### src/rpm_cfg.svh
// Notes on behaviour
// - Any reset source asserts internal reset, timer-gated
// - Software reset request resets whole device
// - After reset, processor fetches from address zero
// - Registers hold defined values at reset release
// - Power-on and brownout reset hold reset low-supply
// - Release comes 100 us after brownout reset ends
// - Brownout level raises interrupt; status always readable
// - Fixed brownout trip forces reset regardless software
// - Internal RC oscillator is default clock source
// - Reset timer starts at threshold, release after count
// - Without external reset, boot starts at timer expiry
// - With external reset, boot waits pin deassert too
// - Bit 15 powers down temperature sensor, resets one
// - Read-only family code register ignores writes
// - Read-only variant code register identifies product
// - Gate register gates clocks; divider sets frequency
// - Peripheral dividers; zero setting stops that clock
// - Wait-for-interrupt without deep-sleep stops core clock
// - Interrupt or reset wakes processor from sleep
// - Sleep keeps enabled peripherals and state running
`ifndef RPM_CFG_SVH
`define RPM_CFG_SVH

// ****************************************************
// timing
// ****************************************************
`define CLK_PERIOD_NS    20
`define RST_HOLD_US      100
`define RST_HOLD_CYCLES  ((`RST_HOLD_US * 1000 + `CLK_PERIOD_NS - 1) / `CLK_PERIOD_NS)
`define RST_CNT_W        16

// ****************************************************
// register byte addresses
// ****************************************************
`define ADDR_CLK_SEL     32'h4004_8070
`define ADDR_SYS_DIV     32'h4004_8078
`define ADDR_CLK_GATE    32'h4004_8080
`define ADDR_UART_DIV    32'h4004_8098
`define ADDR_TICK_DIV    32'h4004_80B0
`define ADDR_WDT_DIV     32'h4004_80D8
`define ADDR_BOD_CTRL    32'h4004_8150
`define ADDR_BOD_STAT    32'h4004_8154
`define ADDR_APD         32'h4004_8238
`define ADDR_FAMILY      32'h4004_83F4
`define ADDR_VARIANT     32'h4004_83FC

// ****************************************************
// fields and reset values
// ****************************************************
`define APD_W            17
`define APD_TS_BIT       15
`define APD_RST          17'h1_EDF8
`define CLKSEL_IRC       2'h0
`define SYS_DIV_RST      8'h01
`define PER_DIV_RST      8'h00
`define CLK_GATE_RST     32'h0000_001F
`define HSIZE_WORD       3'h2
`define FAMILY_CODE_DFLT  32'h1234_0001
`define VARIANT_CODE_DFLT 32'h0000_0A5A

`endif

### src/rpm_pkg.sv
package rpm_pkg;
  // processor power state
  typedef enum logic {ST_RUN, ST_SLEEP} pwr_state_type;
  // register selected by an address
  typedef enum logic [3:0] {
    REG_NONE, REG_CLK_SEL, REG_SYS_DIV, REG_CLK_GATE, REG_UART_DIV, REG_TICK_DIV,
    REG_WDT_DIV, REG_BOD_CTRL, REG_BOD_STAT, REG_APD, REG_FAMILY, REG_VARIANT
  } reg_sel_type;
endpackage : rpm_pkg

### src/reset_delay_timer.sv
`timescale 1ns/1ps
`include "rpm_cfg.svh"
module reset_delay_timer #(
  parameter int unsigned HOLD_CYCLES = `RST_HOLD_CYCLES
) (
  // clock and reset
  input  wire logic i_clk_sys,
  input  wire logic i_sys_rst,
  // control
  input  wire logic i_clear,
  output logic      o_done
);
  logic [`RST_CNT_W-1:0] cnt_r;
  localparam logic [`RST_CNT_W-1:0] HOLD = HOLD_CYCLES[`RST_CNT_W-1:0];

  // ****************************************************
  // count from the end of the hold sources
  // ****************************************************
  always_ff @(posedge i_clk_sys or posedge i_sys_rst) begin
    if (i_sys_rst) begin
      cnt_r <= '0;
    end else if (i_clear) begin
      cnt_r <= '0;
    end else if (cnt_r != HOLD) begin
      cnt_r <= cnt_r + 1'b1;
    end
  end

  assign o_done = (cnt_r == HOLD);

  // helper: cycles seen since clear dropped
  logic [`RST_CNT_W:0] quiet_r;
  always_ff @(posedge i_clk_sys or posedge i_sys_rst) begin
    if (i_sys_rst) begin
      quiet_r <= '0;
    end else if (i_clear) begin
      quiet_r <= '0;
    end else if (!quiet_r[`RST_CNT_W]) begin
      quiet_r <= quiet_r + 1'b1;
    end
  end
endmodule : reset_delay_timer

### src/clk_tick_divider.sv
`timescale 1ns/1ps
module clk_tick_divider (
  // clock and reset
  input  wire logic       i_clk_sys,
  input  wire logic       i_sys_rst,
  // divide setting, zero stops
  input  wire logic [7:0] i_div,
  output logic            o_tick
);
  logic [7:0] cnt_r;

  // ****************************************************
  // divide counter and tick flop
  // ****************************************************
  always_ff @(posedge i_clk_sys or posedge i_sys_rst) begin
    if (i_sys_rst) begin
      cnt_r  <= 8'h00;
      o_tick <= 1'b0;
    end else if (i_div == 8'h00) begin
      cnt_r  <= 8'h00;
      o_tick <= 1'b0;
    end else if (cnt_r >= i_div - 8'h01) begin
      cnt_r  <= 8'h00;
      o_tick <= 1'b1;
    end else begin
      cnt_r  <= cnt_r + 8'h01;
      o_tick <= 1'b0;
    end
  end
endmodule : clk_tick_divider

### src/reset_power_ctrl.sv
`timescale 1ns/1ps
`include "rpm_cfg.svh"
module reset_power_ctrl #(
  parameter int unsigned HOLD_CYCLES  = `RST_HOLD_CYCLES,
  parameter logic [31:0] FAMILY_CODE  = `FAMILY_CODE_DFLT,  // arbitrary value
  parameter logic [31:0] VARIANT_CODE = `VARIANT_CODE_DFLT  // arbitrary value
) (
  // clock and reset
  input  wire logic                  i_clk_sys,
  input  wire logic                  i_sys_rst,
  // reset sources
  input  wire logic                  i_por_active,
  input  wire logic                  i_bod_reset_trip,
  input  wire logic                  i_wdt_reset,
  input  wire logic                  i_system_reset_request,
  input  wire logic                  i_ext_reset_n,
  // brownout level monitor
  input  wire logic                  i_bod_below_level,
  // processor sleep signals
  input  wire logic                  i_deep_sleep_select,
  input  wire logic                  i_wait_for_interrupt_instr,
  input  wire logic                  i_irq_pending,
  // ahb-lite slave
  input  wire logic                  i_hsel,
  input  wire logic [31:0]           i_haddr,
  input  wire logic [1:0]            i_htrans,
  input  wire logic                  i_hwrite,
  input  wire logic [2:0]            i_hsize,
  input  wire logic [31:0]           i_hwdata,
  input  wire logic                  i_hready,
  output logic      [31:0]           o_hrdata,
  output logic                       o_hreadyout,
  output logic                       o_hresp,
  // reset outputs
  output logic                       o_int_reset,
  output logic                       o_boot_start,
  output logic      [31:0]           o_start_addr,
  // clock control
  output logic      [1:0]            o_main_clk_sel,
  output logic                       o_core_clk_en,
  output logic      [31:0]           o_bus_clk_gate,
  output logic      [3:0]            o_clk_tick,
  // power control
  output logic      [`APD_W-1:0]     o_analog_power_config,
  output logic                       o_temp_sensor_powerdown,
  output logic                       o_bod_irq,
  output rpm_pkg::pwr_state_type     o_power_state
);
  import rpm_pkg::*;

  // ****************************************************
  // address decode
  // ****************************************************
  function automatic reg_sel_type decode_addr(input logic [31:0] a);
    case (a)
      `ADDR_CLK_SEL:  decode_addr = REG_CLK_SEL;
      `ADDR_SYS_DIV:  decode_addr = REG_SYS_DIV;
      `ADDR_CLK_GATE: decode_addr = REG_CLK_GATE;
      `ADDR_UART_DIV: decode_addr = REG_UART_DIV;
      `ADDR_TICK_DIV: decode_addr = REG_TICK_DIV;
      `ADDR_WDT_DIV:  decode_addr = REG_WDT_DIV;
      `ADDR_BOD_CTRL: decode_addr = REG_BOD_CTRL;
      `ADDR_BOD_STAT: decode_addr = REG_BOD_STAT;
      `ADDR_APD:      decode_addr = REG_APD;
      `ADDR_FAMILY:   decode_addr = REG_FAMILY;
      `ADDR_VARIANT:  decode_addr = REG_VARIANT;
      default:        decode_addr = REG_NONE;
    endcase
  endfunction : decode_addr

  // ****************************************************
  // reset sequencing
  // ****************************************************
  logic        hard_src;
  logic        timer_done;
  logic        int_rst_r;
  logic        int_rst_nxt;

  // sources that restart the release timer
  assign hard_src = i_por_active | i_bod_reset_trip | i_wdt_reset
                  | i_system_reset_request;

  reset_delay_timer #(
    .HOLD_CYCLES (HOLD_CYCLES)
  ) u_rst_timer (
    .i_clk_sys (i_clk_sys),
    .i_sys_rst (i_sys_rst),
    .i_clear   (hard_src),
    .o_done    (timer_done)
  );

  // release needs timer expiry and the pin high
  assign int_rst_nxt = hard_src | ~timer_done | ~i_ext_reset_n;

  always_ff @(posedge i_clk_sys or posedge i_sys_rst) begin
    if (i_sys_rst) begin
      int_rst_r <= 1'b1;
    end else begin
      int_rst_r <= int_rst_nxt;
    end
  end

  assign o_int_reset  = int_rst_r;
  assign o_boot_start = ~int_rst_r;

  // fetch address presented at release
  always_ff @(posedge i_clk_sys or posedge i_sys_rst) begin
    if (i_sys_rst) begin
      o_start_addr <= 32'h0000_0000;
    end else if (int_rst_r) begin
      o_start_addr <= 32'h0000_0000;
    end
  end

  // ****************************************************
  // bus slave
  // ****************************************************
  logic        addr_hit;
  logic        wr_pend_r;
  logic [31:0] wr_addr_r;
  logic        wr_en;
  reg_sel_type wr_sel;
  reg_sel_type rd_sel;

  assign addr_hit    = i_hsel & i_htrans[1] & i_hready;
  assign o_hreadyout = 1'b1;
  assign o_hresp     = 1'b0;
  assign wr_en       = wr_pend_r & i_hready;
  assign wr_sel      = decode_addr(wr_addr_r);
  assign rd_sel      = decode_addr(i_haddr);

  // write address phase capture
  always_ff @(posedge i_clk_sys or posedge i_sys_rst) begin
    if (i_sys_rst) begin
      wr_pend_r <= 1'b0;
      wr_addr_r <= 32'h0000_0000;
    end else if (i_hready) begin
      wr_pend_r <= addr_hit & i_hwrite & (i_hsize == `HSIZE_WORD);
      wr_addr_r <= i_haddr;
    end
  end

  // ****************************************************
  // software registers
  // ****************************************************
  logic [1:0]        clk_sel_r;
  logic [31:0]       clk_gate_r;
  logic [7:0]        div_r [4];
  logic              bod_irq_en_r;
  logic [`APD_W-1:0] apd_r;

  // plain control registers, defaults while in reset
  always_ff @(posedge i_clk_sys or posedge i_sys_rst) begin
    if (i_sys_rst) begin
      clk_sel_r    <= `CLKSEL_IRC;
      clk_gate_r   <= `CLK_GATE_RST;
      bod_irq_en_r <= 1'b0;
      apd_r        <= `APD_RST;
    end else if (int_rst_r) begin
      clk_sel_r    <= `CLKSEL_IRC;
      clk_gate_r   <= `CLK_GATE_RST;
      bod_irq_en_r <= 1'b0;
      apd_r        <= `APD_RST;
    end else if (wr_en) begin
      unique case (wr_sel)
        REG_CLK_SEL:  clk_sel_r    <= i_hwdata[1:0];
        REG_CLK_GATE: clk_gate_r   <= i_hwdata;
        REG_BOD_CTRL: bod_irq_en_r <= i_hwdata[0];
        REG_APD:      apd_r        <= i_hwdata[`APD_W-1:0];
        default: begin
        end
      endcase
    end
  end

  // divider settings: system, uart, systick, watchdog
  always_ff @(posedge i_clk_sys or posedge i_sys_rst) begin
    if (i_sys_rst) begin
      div_r[0] <= `SYS_DIV_RST;
      div_r[1] <= `PER_DIV_RST;
      div_r[2] <= `PER_DIV_RST;
      div_r[3] <= `PER_DIV_RST;
    end else if (int_rst_r) begin
      div_r[0] <= `SYS_DIV_RST;
      div_r[1] <= `PER_DIV_RST;
      div_r[2] <= `PER_DIV_RST;
      div_r[3] <= `PER_DIV_RST;
    end else if (wr_en) begin
      unique case (wr_sel)
        REG_SYS_DIV:  div_r[0] <= i_hwdata[7:0];
        REG_UART_DIV: div_r[1] <= i_hwdata[7:0];
        REG_TICK_DIV: div_r[2] <= i_hwdata[7:0];
        REG_WDT_DIV:  div_r[3] <= i_hwdata[7:0];
        default: begin
        end
      endcase
    end
  end

  // read data registered in the address phase; id registers never written
  always_ff @(posedge i_clk_sys or posedge i_sys_rst) begin
    if (i_sys_rst) begin
      o_hrdata <= 32'h0000_0000;
    end else if (addr_hit & ~i_hwrite) begin
      unique case (rd_sel)
        REG_CLK_SEL:  o_hrdata <= {30'h0, clk_sel_r};
        REG_SYS_DIV:  o_hrdata <= {24'h0, div_r[0]};
        REG_CLK_GATE: o_hrdata <= clk_gate_r;
        REG_UART_DIV: o_hrdata <= {24'h0, div_r[1]};
        REG_TICK_DIV: o_hrdata <= {24'h0, div_r[2]};
        REG_WDT_DIV:  o_hrdata <= {24'h0, div_r[3]};
        REG_BOD_CTRL: o_hrdata <= {31'h0, bod_irq_en_r};
        REG_BOD_STAT: o_hrdata <= {30'h0, o_bod_irq, i_bod_below_level};
        REG_APD:      o_hrdata <= {15'h0, apd_r};
        REG_FAMILY:   o_hrdata <= FAMILY_CODE;
        REG_VARIANT:  o_hrdata <= VARIANT_CODE;
        REG_NONE:     o_hrdata <= 32'h0000_0000;
      endcase
    end
  end

  assign o_main_clk_sel          = clk_sel_r;
  assign o_bus_clk_gate          = clk_gate_r;
  assign o_analog_power_config   = apd_r;
  assign o_temp_sensor_powerdown = apd_r[`APD_TS_BIT];

  // ****************************************************
  // clock dividers
  // ****************************************************
  genvar g;
  generate
    for (g = 0; g < 4; g++) begin : g_div
      clk_tick_divider u_div (
        .i_clk_sys (i_clk_sys),
        .i_sys_rst (i_sys_rst),
        .i_div     (div_r[g]),
        .o_tick    (o_clk_tick[g])
      );
    end
  endgenerate

  // ****************************************************
  // brownout interrupt
  // ****************************************************
  always_ff @(posedge i_clk_sys or posedge i_sys_rst) begin
    if (i_sys_rst) begin
      o_bod_irq <= 1'b0;
    end else begin
      o_bod_irq <= i_bod_below_level & bod_irq_en_r & ~int_rst_r;
    end
  end

  // ****************************************************
  // sleep control
  // ****************************************************
  pwr_state_type state_r;

  always_ff @(posedge i_clk_sys or posedge i_sys_rst) begin
    if (i_sys_rst) begin
      state_r <= ST_RUN;
    end else if (int_rst_r) begin
      state_r <= ST_RUN;
    end else begin
      unique case (state_r)
        ST_RUN: begin
          if (i_wait_for_interrupt_instr & ~i_deep_sleep_select) begin
            state_r <= ST_SLEEP;
          end
        end
        ST_SLEEP: begin
          if (i_irq_pending) begin
            state_r <= ST_RUN;
          end
        end
      endcase
    end
  end

  // only the core clock stops; gates and dividers keep running
  assign o_core_clk_en = (state_r == ST_RUN);
  assign o_power_state = state_r;
endmodule : reset_power_ctrl

### config.mk
export PLATFORM = sky130hd
export DESIGN_NAME = reset_power_ctrl
export DESIGN_NICKNAME = d
export VERILOG_FILES = /design/src/rpm_pkg.sv /design/src/reset_delay_timer.sv /design/src/clk_tick_divider.sv /design/src/reset_power_ctrl.sv
export VERILOG_INCLUDE_DIRS = /design/src
export SDC_FILE = /design/constraint.sdc
export NUM_CORES = 1
export LEC_CHECK = 0
export ABC_CLOCK_PERIOD_IN_PS = 8000
export CORE_MARGIN = 2
export CORE_UTILIZATION = 40
export CTS_BUF_LIST = sky130_fd_sc_hd__clkbuf_8
export DETAILED_ROUTE_END_ITERATION = 8
export DONT_BUFFER_PORTS = 1
export PLACE_DENSITY_LB_ADDON = 0.05
export SETUP_SLACK_MARGIN = 0.2
export SLEW_MARGIN = 15
export SYNTH_ARGS = -nofsm -noshare
export SYNTH_HDL_FRONTEND = slang
export SYNTH_SLANG_ARGS = --single-unit
export TNS_END_PERCENT = 100
### constraint.sdc
create_clock -name i_clk_sys -period 8 [get_ports i_clk_sys]
set_input_delay 0.4 -clock i_clk_sys [delete_from_list [all_inputs] [get_ports i_clk_sys]]
set_output_delay 0.4 -clock i_clk_sys [all_outputs]
set_load 0.1 [all_outputs]
==> out/metrics.csv, run 1 <==
metric,value,unit
Synth area leader,dfrtp_1,
Die H,170,um
# Max-Cap Violations,0,
critical path type,reg -> reg,
diode count,0,
HP Start,i_hwdata[4],
post-synth top area share,0.418,
depth of the most critical reg-to-reg path,8,
worst vdd ir,0.129,mV
drt via density,5.28,
critical path peak fanout,33,
Logic pwr share,0.076,
"commonest cells after routing, fill and taps aside","dfrtp_1, nor2_1, mux2i_1",
P&R area growth vs syn,13.4,%
CTS tree,built,
vias in the first global route,8383,
"setup slack, reg-to-reg",4.34,ns
clk sinks,204,
P_int,0.00170,W
Slew Limit Fails,0,
number of placed I/O pins,210,
DIE AREA,0.0290,mm2
Initial Util,0.409,
reg-to-reg endpoint,o_bus_clk_gate[22],
DR WL/cell,19.7,um
Multi-input gate area,0.00539,mm2
hold path depth,2,
largest net degree at the start of global routing,147,
row cnt,60,
Root Driver,clkbuf_8,
Main synth FF type,dfrtp_1,
storage element area,0.00513,mm2
post-layout instance area,0.0126,mm2
final core occ,0.463,
period utilization,0.458,
worst hold path class,in -> reg,
CP Capture Type,flip-flop,
PortBufs,0,
Hold Path Sink,div_r[20],
RSZ-0062 raised after global routing,no,
clock buffer count from CTS,39,
Worst Tran Pin Value,1.04,ns
Final nets,1273,
GRT Resource Usage Total,0.214,
fin crit period,3.66,ns
clk_lat worst skew,0.55,ns
final number of hold-violating endpoints,0,
Placeable Area,0.0271,mm2
"most common cell after layout, fill and taps aside",dfrtp_1,
Placement Cell Area,0.0112,mm2
first-pass GRT wire length,48500,um
initial antenna violation count,0,
Lkg Pwr,5.50,nW
clock skew,0.0322,ns
clock-pin transition on the worst setup and hold timing paths,0.06,ns
DRT iter0 DRCs,475,
Synthesis Warnings,0,
RR Startpoint,wr_addr_r[13],
CTS HTree Levels,2,
net switching power,0.000784,W
Crit-path slowest cell,or4b_1,
DR DRC count,0,
Crit path arrival time,4.04,ns
share of cells above drive strength 1,0.123,
Reg power frac,0.511,
Post-CTS Setup Bufs,0,
sw frac,0.315,
"flops & latches, synth",204,
syn_area_per_cell,10.1,um2
"slowest stage delay, CP",0.68,ns
DR vias,8165,
critical-path cell list,or4b_1 > or4_1 > o221ai_2 > nand2_1 > nor4_4 > buf_4 > mux2i_1 > nor2_1,
Pre-antenna DRT Iters,5,
Setup crit start kind,flip-flop,
Post-synth ARST share,1.00,
Highest Clock Rate,273,MHz
pwr/cell area,198,mW/mm2
Chip Width,170,um
slew margin rel.,0.308,
leading post-synthesis cells by cell area,"dfrtp_1, mux2i_1, nor2_1",
Final TNS setup,0,ns
routed wire length,30500,um
clock power share,0.413,
WP data required,8.37,ns
synth unique cells,72,
fillers,2628,
Synth Cell Area,0.0111,mm2
count of flip-flops with a built-in enable after synthesis,0,
GP Congestion,0.798,
post-DP HPWL,20500,um
Max Buffers Root-to-Sink,3,
sequential cell area fraction in the yosys report,0.463,
grt total ovfl,0,
Synth Instances,1094,
# setup viols final,0,
Routed Antenna Nets,0,
status,completed,
==> area by class of cell <==
class                      count  area share
multi-input combinational    804       0.429
timing repair buffer          66      0.0518
inverter                      33      0.0105
tap                          372      0.0371
clock inverter                16     0.00558
clock buffer                  52      0.0570
sequential                   204       0.409
==> layer usage <==
metal,GRT usage,share of wire,up-vias
li1,-,-,3894
met1,0.288,0.46,3995
met2,0.338,0.45,224
met3,0.0565,0.069,52
met4,0.0606,0.022,0
met5,0,0,-
==> power groups by stage <==
stage	Sequential, W	Combinational [W]	Clock [W]
6_report	0.00127	0.000188	0.00103
5_1_grt	0.00128	0.000205	0.00111
4_1_cts	0.00127	0.000190	0.00107
3_5_place_dp	0.00129	0.000158	0
3_3_place_gp	0.00129	0.000157	0
2_1_floorplan	0.00127	0.000166	0
==> cells by family (layout without fill, tap and decap cells) <==
family	after synthesis	after routing	synth area share
AND/OR/NAND/NOR	415	415	0.185
XOR/XNOR	59	59	0.0467
AO/OA/AOI/OAI	137	137	0.0861
buffers and inverters	118	167	0.0617
adder cells (fa/ha/maj)	42	42	0.0475
flip-flops	204	204	0.463
other	2	34	0.000678
multiplexers	117	117	0.110
==> cell usage after synthesis (all sizes together) (17+ instances only) <==
master    n
inv      33
clkbuf   33
ha       42
nand3    43
xnor2    24
xor2     35
dfrtp   185
nor2    165
mux2     34
o21ai    22
dfstp    19
a21oi    30
buf      51
a21o     17
mux2i    83
nand2    82
==> worst max-delay path: cells and delay by family, from the launching register on <==
family,cells,cell delay [ns]
simple gates,5,1.93
mux,1,0.26
flops,1,0.37
buf+inv,1,0.57
compound gates,1,0.33
==> registers in the layout, summed over array words and instances, names as in the netlist <==
signal                 count
wr_pend_r                  1
u_rst_timer.cnt_r         16
o_power_state              1
g_div.u_div.o_tick         4
bod_irq_en_r               1
o_hrdata                  32
g_div.u_div.cnt_r         32
o_bod_irq                  1
div_r                     32
wr_addr_r                 32
o_main_clk_sel             2
o_bus_clk_gate            32
o_int_reset                1
o_analog_power_config     17
==> per-stage QoR <==
step | hold WS, ns | power [W] | setup slack (ns) | instances
6_report | 0.0279 | 0.00249 | 4.34 | 1547
5_1_grt | 0.0193 | 0.00260 | 4.06 | 1547
4_1_cts | 0.0000870 | 0.00253 | 4.29 | 1547
3_5_place_dp | 0.488 | 0.00145 | 4.33 | 1421
3_3_place_gp | 0.481 | 0.00145 | 4.33 | 1421
2_1_floorplan | 0.467 | 0.00143 | 2.06 | 1126
==> what timing repair did <==
| action | 4_1_cts | 5_1_grt |
|---|---|---|
| gates resized for setup | 0 | 0 |
| hold buffers | 58 | 0 |
| endpoints found under the hold margin | 120 | 0 |
==> worst max-delay path by stage <==
stage / slack, ns / endpoint / startpoint
after floorplan: 2.06 / bod_irq_en_r / i_sys_rst
after global placement: 4.33 / o_hrdata[16] / i_haddr[6]
after detailed placement: 4.33 / o_hrdata[16] / i_haddr[6]
after CTS: 4.29 / o_bus_clk_gate[22] / wr_addr_r[1]
after global routing: 4.06 / o_bus_clk_gate[19] / wr_addr_r[1]
final: 4.34 / o_bus_clk_gate[22] / wr_addr_r[13]
No activity file was read; power rests on OpenSTA's default activity.
==> run 2: changes to the inputs <==
--- a/config.mk
+++ b/config.mk
@@ -6,7 +6,7 @@
 export SDC_FILE = /design/constraint.sdc
 export NUM_CORES = 1
 export LEC_CHECK = 0
-export ABC_CLOCK_PERIOD_IN_PS = 8000
+export ABC_CLOCK_PERIOD_IN_PS = 3680
 export CORE_MARGIN = 2
 export CORE_UTILIZATION = 40
 export CTS_BUF_LIST = sky130_fd_sc_hd__clkbuf_8
==> constraint.sdc (replaced) <==
create_clock -name i_clk_sys -period 3.68 [get_ports i_clk_sys]
set_input_delay 0.184 -clock i_clk_sys [delete_from_list [all_inputs] [get_ports i_clk_sys]]
set_output_delay 0.184 -clock i_clk_sys [all_outputs]
set_load 0.1 [all_outputs]
==> run 2 against run 1 <==
Compared with the run above: cell area is 2.5% higher; worst hold slack better by 0.013 ns; die area is the same; sequential power grew 120%; wire length rose by 0.12%; largest cell class unchanged; largest power group unchanged.
==> out/metrics.csv, run 2 (same netlist as run 1, synthesis figures left out) <==
metric,value,unit
status,completed,
Placeable Area,0.0271,mm2
DR vias,8224,
clk_lat worst skew,0.54,ns
clock-pin transition on the worst setup and hold timing paths,0.06,ns
first-pass GRT wire length,47900,um
storage element area,0.00513,mm2
DR WL/cell,19.3,um
share of cells above drive strength 1,0.132,
Final WS setup,0.340,ns
fin crit period,3.34,ns
routed wire length,30500,um
# setup viols final,0,
Die H,170,um
Hold Path Sink,wr_addr_r[29],
"commonest cells after routing, fill and taps aside","dfrtp_1, nor2_1, mux2i_1",
Setup crit start kind,flip-flop,
"slowest stage delay, CP",0.59,ns
DR DRC count,0,
RR Startpoint,wr_addr_r[1],
clock skew,0.0265,ns
RSZ-0062 raised after global routing,no,
Final nets,1304,
Cells after DPL,1434,
pwr/cell area,416,mW/mm2
fillers,2629,
worst vdd ir,0.349,mV
Max Buffers Root-to-Sink,3,
Crit path arrival time,3.72,ns
cell family with most CP delay,simple AND/OR/NAND/NOR gates,
Final TNS setup,0,ns
period utilization,0.908,
row cnt,60,
Routed Antenna Nets,0,
Lkg Pwr,5.65,nW
GP Congestion,0.800,
Initial Util,0.409,
depth of the most critical reg-to-reg path,8,
critical-path cell list,or4_4 > or4_4 > or3_4 > a31o_4 > nor4_4 > clkbuf_16 > mux2i_1 > nor2_1,
critical path peak fanout,17,
number of placed I/O pins,210,
final number of hold-violating endpoints,0,
initial antenna violation count,2,
slew margin rel.,0.317,
"most common cell after layout, fill and taps aside",dfrtp_1,
Highest Clock Rate,299,MHz
CP bufs+invs,1,
clock buffer count from CTS,39,
crit-path most repeated cell,or4_4,
DIE AREA,0.0290,mm2
post-DP HPWL,20800,um
pre-CTS worst setup slack,0.331,ns
Hold WS,0.0413,ns
# Max-Cap Violations,0,
Final Power,0.00535,W
vias in the first global route,8311,
clk sinks,204,
Pre-antenna DRT Iters,5,
hold path depth,2,
Worst Tran Pin Value,1.02,ns
CP Launch Point,wr_addr_r[1],
CTS HTree Levels,2,
Multi-input gate area,0.00542,mm2
CP Capture Type,flip-flop,
Root Driver,clkbuf_8,
Chip Width,170,um
drt via density,5.20,
Slew Limit Fails,0,
grt total ovfl,0,
Post-CTS Setup Bufs,0,
worst hold path class,in -> reg,
PortBufs,0,
GRT Resource Usage Total,0.212,
WP data required,4.06,ns
"setup slack, reg-to-reg",0.34,ns
Crit-path slowest cell,or4_4,
largest net degree at the start of global routing,114,
CTS tree,built,
reg-to-reg endpoint,o_bus_clk_gate[5],
critical path type,reg -> reg,
P&R area growth vs syn,16.2,%
HP Start,i_hready,
Layout Cells excl Fill,1581,
DRT iter0 DRCs,452,
[run 2: cell count changes in the layout (fill, tap and decap cells not counted), sizes merged, moves of 2 or more]
cell	delta
clkinv	+2
inv	+4
dlygate4sd3	+17
buf	+13
clkbuf	-4
[run 2: worst max path at each step]
stage / to / slack, ns / cells past startpoint
2_1_floorplan: div_r[25] / 0.47 / 8
3_3_place_gp: o_bus_clk_gate[6] / 0.33 / 8
3_5_place_dp: o_bus_clk_gate[15] / 0.33 / 8
4_1_cts: o_bus_clk_gate[5] / 0.28 / 8
5_1_grt: o_bus_clk_gate[5] / 0.26 / 8
6_report: o_bus_clk_gate[5] / 0.34 / 8
[run 2: what timing repair did]
action	CTS	global route
resized for setup	0	6
hold buffers	75	0
endpoints found under the setup margin	0	57
endpoints found under the hold margin	306	0
[run 2: power by group]
group / switching (W) / internal [W]
clock: 0.000990 / 0.00115
combinational: 0.000298 / 0.000147
sequential: 0.000439 / 0.00232
total: 0.00173 / 0.00362
[run 2: area by class of cell]
cell class | count | area share
clock buffer | 47 | 0.0503
multi-input combinational | 804 | 0.421
sequential | 204 | 0.399
tap | 372 | 0.0362
inverter | 33 | 0.00992
antenna | 1 | 0.000194
timing repair buffer | 97 | 0.0756
clock inverter | 23 | 0.00768
[run 2: metrics by stage]
stage / util / area (um2)
final: 0.475 / 12900
after global routing: 0.475 / 12900
after CTS: 0.473 / 12800
after detailed placement: 0.417 / 11300
after global placement: 0.417 / 11300
after floorplan: - / 11200
[run 2: worst register-to-register path, cell delays in order (launching register included)]
cell,delay [ns]
dfrtp_1,0.38
or4_4,0.59
or4_4,0.56
or3_4,0.39
a31o_4,0.28
nor4_4,0.40
clkbuf_16,0.30
mux2i_1,0.23
nor2_1,0.06
[run 2: layer usage]
metal / track usage / part of all wire
met4: 0.0546 / 0.019
met1: 0.290 / 0.45
met5: 0 / 0.00043
met2: 0.334 / 0.46
met3: 0.0560 / 0.064
